**src/shared/fpe_defs.svh**
```systemverilog
/*
 * Constants for the flash program/erase controller: device addresses,
 * control bit positions, timing figures, and the host register map.
 * Assumes a 10 MHz system clock.
 */
`ifndef FPE_DEFS_SVH
`define FPE_DEFS_SVH
`define FPE_CLK_MHZ 10
`define FPE_DEV_CTRL 16'hfe08
`define FPE_DEV_PROT 16'hff7e
`define FPE_HV_BIT 3
`define FPE_MASS_BIT 2
`define FPE_ERASE_BIT 1
`define FPE_PGM_BIT 0
`define FPE_T_NVS_US 10
`define FPE_T_PGS_US 5
`define FPE_T_NVH_US 5
`define FPE_T_NVHL_US 100
`define FPE_T_PROG_US 30
`define FPE_T_RCV_US 1
`define FPE_T_ERS_SHORT_US 1000
`define FPE_T_ERS_LONG_US 4000
`define FPE_T_MASS_US 4000
`define FPE_RD_WAIT 17'h00003
`define FPE_ROW_BYTES 6'h20
`define FPE_AX_CTRL 8'h00
`define FPE_AX_ADDR 8'h04
`define FPE_AX_STAT 8'h08
`define FPE_AX_BUF 3'h1
`define FPE_CTRL_LONG 2
`define FPE_CTRL_MON 3
`define FPE_CTRL_START 31
`define FPE_STAT_DONE 1
`define FPE_STAT_ERR 2
`endif

```
**src/shared/fpe_pkg.sv**
```systemverilog
/*
 * Types of the flash program/erase controller.
 * Assumes nothing beyond a SystemVerilog compiler.
 */
package fpe_pkg;
  typedef enum logic [1:0] {
    FPE_OP_NONE = 2'h0,
    FPE_OP_PAGE = 2'h1,
    FPE_OP_MASS = 2'h2,
    FPE_OP_PROG = 2'h3
  } fpe_op_e;
  typedef enum logic [10:0] {
    S_IDLE  = 11'h001,
    S_SEL   = 11'h002,
    S_RDP   = 11'h004,
    S_RDW   = 11'h008,
    S_ARM   = 11'h010,
    S_HVON  = 11'h020,
    S_PWR   = 11'h040,
    S_CLRS  = 11'h080,
    S_HVOFF = 11'h100,
    S_WAIT  = 11'h200,
    S_DONE  = 11'h400
  } fpe_st_e;
  typedef struct packed {
    logic [15:0] addr;
    logic [7:0]  wdata;
    logic        we;
    logic        re;
  } fpe_mem_s;
  typedef struct packed {
    fpe_st_e         st;
    fpe_st_e         nxt;
    logic [16:0]     tmr;
    fpe_op_e         op;
    logic            lng;
    logic            mon;
    logic [5:0]      cnt;
    logic [5:0]      idx;
    logic [15:0]     addr;
    logic [7:0]      prot;
    logic            prot_ok;
    logic            busy;
    logic            done;
    logic            err;
    logic [7:0]      sync1;
    logic [7:0]      sync2;
    fpe_mem_s        mem;
    logic            bvalid;
    logic            bslverr;
    logic            rvalid;
    logic            rslverr;
    logic [31:0]     rdata;
    logic [31:0][7:0] buffer;
  } fpe_state_s;
endpackage
```
**src/logic/fpe_ctrl.sv**
```systemverilog
/*
 * Host-side controller that runs page erase, whole-array erase and row
 * programming on an embedded flash through its byte-wide memory bus.
 * Assumes the flash answers a read on i_mem_rdata while o_mem holds the
 * address, and that software reaches the controller over AXI4-Lite.
 */
// Behaviour
// - Page erase: select erase, read protection, write inside page.
// - Page erase waits setup, erase time, hold, then drops voltage.
// - Prefer the 4 ms erase time for long-lived locations.
// - Mass erase: select both, read protection, arm, wait, 4 ms.
// - End mass erase by clearing selects, wait 100 us, drop voltage.
// - Wait recovery time after dropping voltage before reading.
// - Program: select, read protection, arm, voltage, timed bytes.
// - Only bytes reading all ones may be programmed; the code writes each byte without reading it first.
// - Summed high-voltage time per row stays within its limit.
// - Gaps between byte writes stay under the byte program maximum.
// - Steps run from outside the array, in the listed order.
// - Interrupts stay disabled during any sequence.
// - In failed-security monitor mode arm at the protection byte; the code does so for erase only, a program arms at its own address.
`timescale 1ns/1ps
`default_nettype none
`include "fpe_defs.svh"
module fpe_ctrl #(
  parameter int ERS_SHORT_CYC = `FPE_T_ERS_SHORT_US * `FPE_CLK_MHZ,
  parameter int ERS_LONG_CYC  = `FPE_T_ERS_LONG_US * `FPE_CLK_MHZ,
  parameter int MASS_CYC      = `FPE_T_MASS_US * `FPE_CLK_MHZ
) (
  input  wire logic         i_clk_sys,
  input  wire logic         i_rst_n,
  input  wire logic         i_axi_awvalid,
  output logic              o_axi_awready,
  input  wire logic [7:0]   i_axi_awaddr,
  input  wire logic         i_axi_wvalid,
  output logic              o_axi_wready,
  input  wire logic [31:0]  i_axi_wdata,
  input  wire logic [3:0]   i_axi_wstrb,
  output logic              o_axi_bvalid,
  input  wire logic         i_axi_bready,
  output logic [1:0]        o_axi_bresp,
  input  wire logic         i_axi_arvalid,
  output logic              o_axi_arready,
  input  wire logic [7:0]   i_axi_araddr,
  output logic              o_axi_rvalid,
  input  wire logic         i_axi_rready,
  output logic [31:0]       o_axi_rdata,
  output logic [1:0]        o_axi_rresp,
  output fpe_pkg::fpe_mem_s o_mem,
  input  wire logic [7:0]   i_mem_rdata
);
  localparam int NVS_CYC  = `FPE_T_NVS_US * `FPE_CLK_MHZ;
  localparam int PGS_CYC  = `FPE_T_PGS_US * `FPE_CLK_MHZ;
  localparam int NVH_CYC  = `FPE_T_NVH_US * `FPE_CLK_MHZ;
  localparam int NVHL_CYC = `FPE_T_NVHL_US * `FPE_CLK_MHZ;
  localparam int PROG_CYC = `FPE_T_PROG_US * `FPE_CLK_MHZ;
  localparam int RCV_CYC  = `FPE_T_RCV_US * `FPE_CLK_MHZ;
  localparam logic [7:0] HV_M = 8'h01 << `FPE_HV_BIT;
  localparam logic [7:0] MS_M = 8'h01 << `FPE_MASS_BIT;
  localparam logic [7:0] ER_M = 8'h01 << `FPE_ERASE_BIT;
  localparam logic [7:0] PG_M = 8'h01 << `FPE_PGM_BIT;

  fpe_pkg::fpe_state_s q;
  fpe_pkg::fpe_state_s d;
  logic       wr;
  logic       rd;
  logic       go;
  logic       bad;
  logic [6:0] span;
  logic [7:0] sel;

  assign wr = i_axi_awvalid & i_axi_wvalid & ~q.bvalid;
  assign rd = i_axi_arvalid & ~q.rvalid;
  assign o_axi_awready = wr;
  assign o_axi_wready  = wr;
  assign o_axi_arready = ~q.rvalid;
  assign o_axi_bvalid  = q.bvalid;
  assign o_axi_bresp   = {q.bslverr, 1'b0};
  assign o_axi_rvalid  = q.rvalid;
  assign o_axi_rdata   = q.rdata;
  assign o_axi_rresp   = {q.rslverr, 1'b0};
  assign o_mem         = q.mem;

  // Program and erase selects are never driven together; mass erase adds its own select to erase
  assign sel = (q.op == fpe_pkg::FPE_OP_PROG) ? PG_M :
               (q.op == fpe_pkg::FPE_OP_MASS) ? (ER_M | MS_M) : ER_M;

  always_comb begin
    d = q;
    go = 1'b0;
    d.mem.we = 1'b0;
    d.mem.re = 1'b0;
    d.sync1 = i_mem_rdata;
    d.sync2 = q.sync1;
    if (q.bvalid && i_axi_bready) begin
      d.bvalid = 1'b0;
    end
    if (q.rvalid && i_axi_rready) begin
      d.rvalid = 1'b0;
    end
    if (wr) begin
      d.bvalid = 1'b1;
      d.bslverr = 1'b0;
      // Control words need every lane; a partial write is dropped
      if (i_axi_awaddr == `FPE_AX_CTRL) begin
        if (!q.busy && i_axi_wstrb == 4'hf) begin
          d.op  = fpe_pkg::fpe_op_e'(i_axi_wdata[1:0]);
          d.lng = i_axi_wdata[`FPE_CTRL_LONG];
          d.mon = i_axi_wdata[`FPE_CTRL_MON];
          d.cnt = i_axi_wdata[13:8];
          go    = i_axi_wdata[`FPE_CTRL_START];
        end
      end else if (i_axi_awaddr == `FPE_AX_ADDR) begin
        if (!q.busy && i_axi_wstrb == 4'hf) begin
          d.addr = i_axi_wdata[15:0];
        end
      end else if (i_axi_awaddr == `FPE_AX_STAT) begin
        if (i_axi_wdata[`FPE_STAT_DONE] && i_axi_wstrb[0]) begin
          d.done = 1'b0;
        end
        if (i_axi_wdata[`FPE_STAT_ERR] && i_axi_wstrb[0]) begin
          d.err = 1'b0;
        end
      end else if (i_axi_awaddr[7:5] == `FPE_AX_BUF) begin
        for (int i = 0; i < 4; i++) begin
          if (i_axi_wstrb[i]) begin
            d.buffer[{i_axi_awaddr[4:2], 2'(i)}] = i_axi_wdata[8*i +: 8];
          end
        end
      end else begin
        d.bslverr = 1'b1;
      end
    end
    if (rd) begin
      d.rvalid = 1'b1;
      d.rslverr = 1'b0;
      d.rdata = 32'h0000_0000;
      if (i_axi_araddr == `FPE_AX_CTRL) begin
        d.rdata[13:0] = {q.cnt, 4'h0, q.mon, q.lng, q.op};
      end else if (i_axi_araddr == `FPE_AX_ADDR) begin
        d.rdata[15:0] = q.addr;
      end else if (i_axi_araddr == `FPE_AX_STAT) begin
        d.rdata[15:0] = {q.prot, 5'h00, q.err, q.done, q.busy};
      end else if (i_axi_araddr[7:5] == `FPE_AX_BUF) begin
        for (int i = 0; i < 4; i++) begin
          d.rdata[8*i +: 8] = q.buffer[{i_axi_araddr[4:2], 2'(i)}];
        end
      end else begin
        d.rslverr = 1'b1;
      end
    end
    // A row program may not leave its 32-byte row
    span = {2'h0, d.addr[4:0]} + {1'b0, d.cnt};
    bad = (d.op == fpe_pkg::FPE_OP_NONE) ||
          ((d.op == fpe_pkg::FPE_OP_PROG) &&
           (d.cnt == 6'h00 || span > {1'b0, `FPE_ROW_BYTES}));
    unique case (q.st)
      fpe_pkg::S_IDLE: begin
        if (go) begin
          d.err = bad;
          d.done = bad;
          d.busy = ~bad;
          d.idx = 6'h00;
          if (!bad) begin
            d.st = fpe_pkg::S_SEL;
          end
        end
      end
      fpe_pkg::S_SEL: begin
        d.mem = '{`FPE_DEV_CTRL, sel, 1'b1, 1'b0};
        d.st = fpe_pkg::S_RDP;
      end
      fpe_pkg::S_RDP: begin
        d.mem = '{`FPE_DEV_PROT, 8'h00, 1'b0, 1'b1};
        d.tmr = `FPE_RD_WAIT;
        d.st = fpe_pkg::S_RDW;
      end
      fpe_pkg::S_RDW: begin
        if (q.tmr != 17'h00000) begin
          d.tmr = q.tmr - 17'h00001;
        end else begin
          d.prot = q.sync2;
          // Abort early rather than let the device refuse high voltage
          if (q.sync2 != 8'hff && (q.op == fpe_pkg::FPE_OP_MASS ||
              q.addr[15:6] >= {2'b11, q.sync2})) begin
            d.err = 1'b1;
            d.mem = '{`FPE_DEV_CTRL, 8'h00, 1'b1, 1'b0};
            d.st = fpe_pkg::S_DONE;
          end else begin
            d.prot_ok = 1'b1;
            d.st = fpe_pkg::S_ARM;
          end
        end
      end
      fpe_pkg::S_ARM: begin
        d.mem = '{(q.mon && q.op != fpe_pkg::FPE_OP_PROG) ?
                  `FPE_DEV_PROT : q.addr, 8'hff, 1'b1, 1'b0};
        d.st = fpe_pkg::S_WAIT;
        d.nxt = fpe_pkg::S_HVON;
        d.tmr = 17'(NVS_CYC - 1);
      end
      fpe_pkg::S_HVON: begin
        d.mem = '{`FPE_DEV_CTRL, sel | HV_M, 1'b1, 1'b0};
        d.st = fpe_pkg::S_WAIT;
        if (q.op == fpe_pkg::FPE_OP_PROG) begin
          d.nxt = fpe_pkg::S_PWR;
          d.tmr = 17'(PGS_CYC - 1);
        end else begin
          d.nxt = fpe_pkg::S_CLRS;
          d.tmr = (q.op == fpe_pkg::FPE_OP_MASS) ? 17'(MASS_CYC - 1) :
                  q.lng ? 17'(ERS_LONG_CYC - 1) :
                  17'(ERS_SHORT_CYC - 1);
        end
      end
      fpe_pkg::S_PWR: begin
        d.mem = '{q.addr + {10'h000, q.idx},
                  q.buffer[5'(q.addr[4:0] + q.idx[4:0])], 1'b1, 1'b0};
        d.idx = q.idx + 6'h01;
        d.st = fpe_pkg::S_WAIT;
        d.tmr = 17'(PROG_CYC - 1);
        d.nxt = (q.idx + 6'h01 == q.cnt) ? fpe_pkg::S_CLRS :
                fpe_pkg::S_PWR;
      end
      fpe_pkg::S_CLRS: begin
        d.mem = '{`FPE_DEV_CTRL, HV_M, 1'b1, 1'b0};
        d.st = fpe_pkg::S_WAIT;
        d.nxt = fpe_pkg::S_HVOFF;
        d.tmr = (q.op == fpe_pkg::FPE_OP_MASS) ? 17'(NVHL_CYC - 1) :
                17'(NVH_CYC - 1);
      end
      fpe_pkg::S_HVOFF: begin
        d.mem = '{`FPE_DEV_CTRL, 8'h00, 1'b1, 1'b0};
        d.st = fpe_pkg::S_WAIT;
        d.nxt = fpe_pkg::S_DONE;
        d.tmr = 17'(RCV_CYC - 1);
      end
      fpe_pkg::S_WAIT: begin
        if (q.tmr == 17'h00000) begin
          d.st = q.nxt;
        end else begin
          d.tmr = q.tmr - 17'h00001;
        end
      end
      fpe_pkg::S_DONE: begin
        d.busy = 1'b0;
        d.done = 1'b1;
        d.prot_ok = 1'b0;
        d.st = fpe_pkg::S_IDLE;
      end
    endcase
  end

  always_ff @(posedge i_clk_sys or negedge i_rst_n) begin
    if (!i_rst_n) begin
      q <= '0;
      q.st <= fpe_pkg::S_IDLE;
      q.nxt <= fpe_pkg::S_IDLE;
    end else begin
      q <= d;
    end
  end
endmodule
`default_nettype wire

```
**config.mk**
```make
export PLATFORM = sky130hd
export DESIGN_NAME = fpe_ctrl
export DESIGN_NICKNAME = d
export VERILOG_FILES = /design/src/shared/fpe_pkg.sv /design/src/logic/fpe_ctrl.sv
export VERILOG_INCLUDE_DIRS = /design/src /design/src/shared
export SDC_FILE = /design/constraint.sdc
export NUM_CORES = 1
export LEC_CHECK = 0
export ABC_CLOCK_PERIOD_IN_PS = 5300
export BUFFER_PORTS_ARGS = -buffer_cell sky130_fd_sc_hd__buf_2
export CAP_MARGIN = 25
export CORE_AREA = 4 4 225 337
export DETAILED_ROUTE_END_ITERATION = 10
export DIE_AREA = 0 0 229 341
export PLACE_DENSITY = 0.45
export SYNTH_ARGS = -nofsm -noshare
export SYNTH_HDL_FRONTEND = slang
export SYNTH_SLANG_ARGS = --single-unit
```
**constraint.sdc**
```tcl
create_clock -name i_clk_sys -period 5.3 [get_ports i_clk_sys]
set_clock_uncertainty 0.2 [all_clocks]
set_input_delay 0.795 -clock i_clk_sys [delete_from_list [all_inputs] [get_ports i_clk_sys]]
set_output_delay 0.795 -clock i_clk_sys [all_outputs]
set_load 0.01 [all_outputs]
```
==> impl_summary.log <==
[metrics] reg2reg path depth: 18
[metrics] leakage power summed over all cells: 0.01149 uW
[metrics] clock-pin slew reported for the worst setup and hold paths after clock tree synthesis: 0.06 ns
[metrics] Worst EP required: 5.60 ns
[metrics] Resized cells post-CTS: 0
[metrics] number of vias after detailed routing: ~15000
[metrics] cell at the root of the clock tree: sky130_fd_sc_hd__clkbuf_16
[metrics] initial standard-cell utilization of the core: 29.79%
[metrics] net switching component of the power: 2202 uW
[metrics] I/O pins: 134
[metrics] cell area power density: 319.8 nW/um^2
[metrics] total DRC errors in the routed layout: 0
[metrics] Pint: roughly 5600 uW
[metrics] fill count: 7158
[metrics] Clk pwr share: between 40% and 50%
[metrics] post-synth top area cell: sky130_fd_sc_hd__dfrtp_1
[metrics] final wirelength: 75750 um
[metrics] number of buffers inserted by hold repair at cts: 0
[metrics] post-layout instance count excluding filler cells: 2694
[metrics] startpoint types: primary input
[metrics] number of max-slew violations in the final report: 0
[metrics] proportion of synthesized flip-flops having asynchronous set or reset: 100.0%
[metrics] series of cell instances along the critical path: buf_2 -> or4_4 -> nor3_1 -> nand3_1 -> nor3_2 -> buf_4 -> mux2_2 -> ha_1 -> inv_1 -> fa_1 -> nand2b_1 -> a211oi_1 -> or2_2 -> a2111o_1 -> a21oi_2 -> o211ai_2 -> a21oi_2 -> and3_1
[metrics] area of the mapped netlist: between 20000 and 25000 um^2
[metrics] layout cells sized above 1: 38.77%
[metrics] signed area change from the synthesized netlist to the final layout: 13.21%
[metrics] Net count, final: 1824
[metrics] maximum achievable frequency: 220.8 MHz
[metrics] Initial DRT Pass Iterations: 5
[metrics] Congestion Overflow GR: 0
[metrics] antenna violations before repair: 9
[metrics] x dimension of the die: 229 um
[metrics] post-CTS setup repair buffer count: 0
[metrics] post-layout minimum cycle time: around 4.5 ns
[metrics] Slowest Stage Delay on Critical Path: 0.56 ns
[metrics] number of buffers and inverters on the critical path: 3
[metrics] Combinational Power Share: 14.6%
[metrics] most frequently used flop master after synthesis: sky130_fd_sc_hd__dfrtp_1
[metrics] CP Max Fanout: 7
[metrics] floorplan die area: 78090 um^2
[metrics] clock latency of the later-clocked register in the worst-skew pair: a little under 0.6 ns
[metrics] capture instance of the worst register-to-register path: q[413]
[metrics] most used cells in the layout excluding fill and tap cells: sky130_fd_sc_hd__dfrtp_1, sky130_fd_sc_hd__mux2_2, sky130_fd_sc_hd__mux4_2
[metrics] Port Buffers: 131
[metrics] Final setup viols: 0
[metrics] CTS max path bufs: 3
[metrics] fraction of the cycle the final worst path needs: between 80% and 90%
[metrics] mean area per synthesized cell: 12.96 um^2
[metrics] count of mapped cells out of synthesis: 1670
[metrics] detailed-placement wirelength estimate: roughly 55000 um
[metrics] fraction of the yosys area taken by sequential cells: 47.52%
[metrics] remaining antenna violation count: 0
[metrics] final cell area excluding filler cells: 24510 um^2
[metrics] library cell contributing the largest single delay on the critical path: sky130_fd_sc_hd__or4_4
[metrics] most used cell along the critical path: sky130_fd_sc_hd__a21oi_2
[metrics] arrival time at the worst endpoint: 4.83 ns
[metrics] setup repair after global routing missed its margin: false
[metrics] run status: complete, no violations
[metrics] max_slew headroom: 35.00%
[metrics] detail-routed net length per standard cell: 28.12 um
[metrics] GRT Overall Usage: roughly a fifth
[metrics] placeable core region: 72670 um^2
[metrics] area share of the leading cell type in the synthesized netlist: 47.28%
[metrics] Seq cells post-synth: 411
[metrics] total number of placement rows: approximately 120
[metrics] Worst Tran Pin Value: 0.9703 ns
[metrics] Fin. Hold Viols: 0
[metrics] routed via count divided by cell count: 5.454
[metrics] classification of the worst-slack hold path: in2async
[metrics] IR drop worst, VDD: 0.2027 mV
[metrics] sequential group share of total power: ~45%
[metrics] global-route wire length before repair: 111300 um
[metrics] number of CTS-inserted buffers: 44
[metrics] EDFF count, synth: 0
[metrics] H-Tree Depth: 2
[metrics] clock tree from TritonCTS: yes
[metrics] Top delay family on crit path: simple AND/OR/NAND/NOR gates
[metrics] number of library cell types mapped by synthesis: 77
[metrics] area post-placement: between 20000 and 25000 um^2
[metrics] violation count after the first detailed-routing iteration: 916
[metrics] most frequent standard cell in the layout excluding fill and tap cells: sky130_fd_sc_hd__dfrtp_1
[metrics] Inst Count DP: 2610
[metrics] Worst setup startpoint: i_axi_awaddr[4]
[metrics] Worst Setup Path Type: in2reg
[metrics] pin count of the biggest net entering global routing: 100
[metrics] Die Y: 341 um
[metrics] worst reg2reg path startpoint: o_axi_bvalid
[metrics] synth top area cells: sky130_fd_sc_hd__dfrtp_1, sky130_fd_sc_hd__mux4_2, sky130_fd_sc_hd__mux2_2
[metrics] weighted congestion at the end of routability-driven global placement: 0.8513
[metrics] via count of the first global-routing pass: 15486
[metrics] endpoint kind of the worst setup timing path: register
[metrics] final core occ: ~34%
[metrics] yosys warns: 0
[metrics] CTS sink count: 411
[metrics] Maximum Capacitance Violations: 0
[metrics] tightest hold margin: 0.04260 ns
[metrics] slack of the worst reg-to-reg path: 1.20 ns
[metrics] Net Sw Frac: 28.09%
[metrics] post-route setup TNS: 0 ns
-- registers in the layout (all words and copies together), names as in the netlist --
| signal | count |
|---|---|
| d | 8 |
| o_axi_bresp | 1 |
| o_axi_bvalid | 1 |
| o_axi_rdata | 32 |
| o_axi_rresp | 1 |
| o_axi_rvalid | 1 |
| o_mem | 26 |
| q | 341 |
-- Yosys cell counts (4+ instances only) --
cell type,number
sky130_fd_sc_hd__buf_4,63
sky130_fd_sc_hd__clkbuf_1,71
sky130_fd_sc_hd__inv_1,30
sky130_fd_sc_hd__nand4b_1,4
sky130_fd_sc_hd__o22ai_1,5
sky130_fd_sc_hd__buf_1,13
sky130_fd_sc_hd__xor2_1,13
sky130_fd_sc_hd__and2_1,9
sky130_fd_sc_hd__dfrtp_1,409
sky130_fd_sc_hd__or3_1,7
sky130_fd_sc_hd__and3_1,9
sky130_fd_sc_hd__a21o_1,9
sky130_fd_sc_hd__nor2b_1,5
sky130_fd_sc_hd__a21oi_1,49
sky130_fd_sc_hd__xnor2_1,11
sky130_fd_sc_hd__o21ai_0,95
sky130_fd_sc_hd__a211o_1,4
sky130_fd_sc_hd__a22oi_1,10
sky130_fd_sc_hd__mux2i_1,45
sky130_fd_sc_hd__nand2b_1,7
sky130_fd_sc_hd__nor2_1,58
sky130_fd_sc_hd__o211ai_1,14
sky130_fd_sc_hd__ha_1,21
sky130_fd_sc_hd__nor3_1,16
sky130_fd_sc_hd__mux4_2,144
sky130_fd_sc_hd__o22a_1,7
sky130_fd_sc_hd__nand4_1,9
sky130_fd_sc_hd__nand2_1,133
sky130_fd_sc_hd__nand3_1,25
sky130_fd_sc_hd__nor4_1,13
sky130_fd_sc_hd__a31oi_1,8
sky130_fd_sc_hd__mux2_2,283
-- how the worst max path moves through the flow --
stage / end / slack [ns] / cells past startpoint
floorplan: q[407] / 0.008 / 17
global placement: q[412] / 0.24 / 18
detailed placement: q[413] / 0.23 / 18
CTS: q[413] / 0.83 / 18
global route: q[407] / 0.48 / 18
finish: q[413] / 0.77 / 18
-- power groups by stage --
stage | Combinational (uW) | Clock (uW) | Sequential (uW)
2_1_floorplan | 817 | 0 | 3490
3_3_place_gp | 1150 | 0 | 3540
3_5_place_dp | 1170 | 0 | 3550
4_1_cts | 1170 | 3300 | 3490
5_1_grt | 1260 | 3400 | 3520
6_report | 1140 | 3200 | 3490
-- kinds of logic after synthesis --
family | Yosys count | synth area share [%]
compound gates | 236 | 6.681
mux | 473 | 31.85
xor+xnor | 24 | 0.9709
buf+inv | 180 | 4.277
other cells | 1 | 0.01732
flops | 411 | 47.52
fa+ha+maj | 23 | 1.399
simple gates | 322 | 7.288
-- stage by stage --
step / setup slack [ns] / total power, uW
after floorplan: 0.008213 / 4304
after global placement: 0.2435 / 4694
after detailed placement: 0.2266 / 4715
after CTS: 0.8304 / 7954
after global routing: 0.4802 / 8184
final: 0.7713 / 7837
-- layer usage --
layer / track usage [%] / vias to the layer above / routed length, um
li1: - / 6336 / -
met1: 22.62 / 7766 / 29620
met2: 34.28 / 458 / 39080
met3: 3.883 / 125 / 3933
met4: 7.079 / 8 / 3046
met5: 0 / - / 61
-- cell type report --
class / count / area (um^2) / area share (%)
clock buffer: 67 / 1309 / 5.340
clock inverter: 12 / 147.6 / 0.6024
inverter: 30 / 112.6 / 0.4594
timing repair buffer: 167 / 991.0 / 4.043
sequential: 411 / 10290 / 41.97
tap: 922 / 1154 / 4.707
antenna: 5 / 12.51 / 0.05105
multi-input combinational: 1080 / 10500 / 42.82
Power figures use the tool's default switching activity.
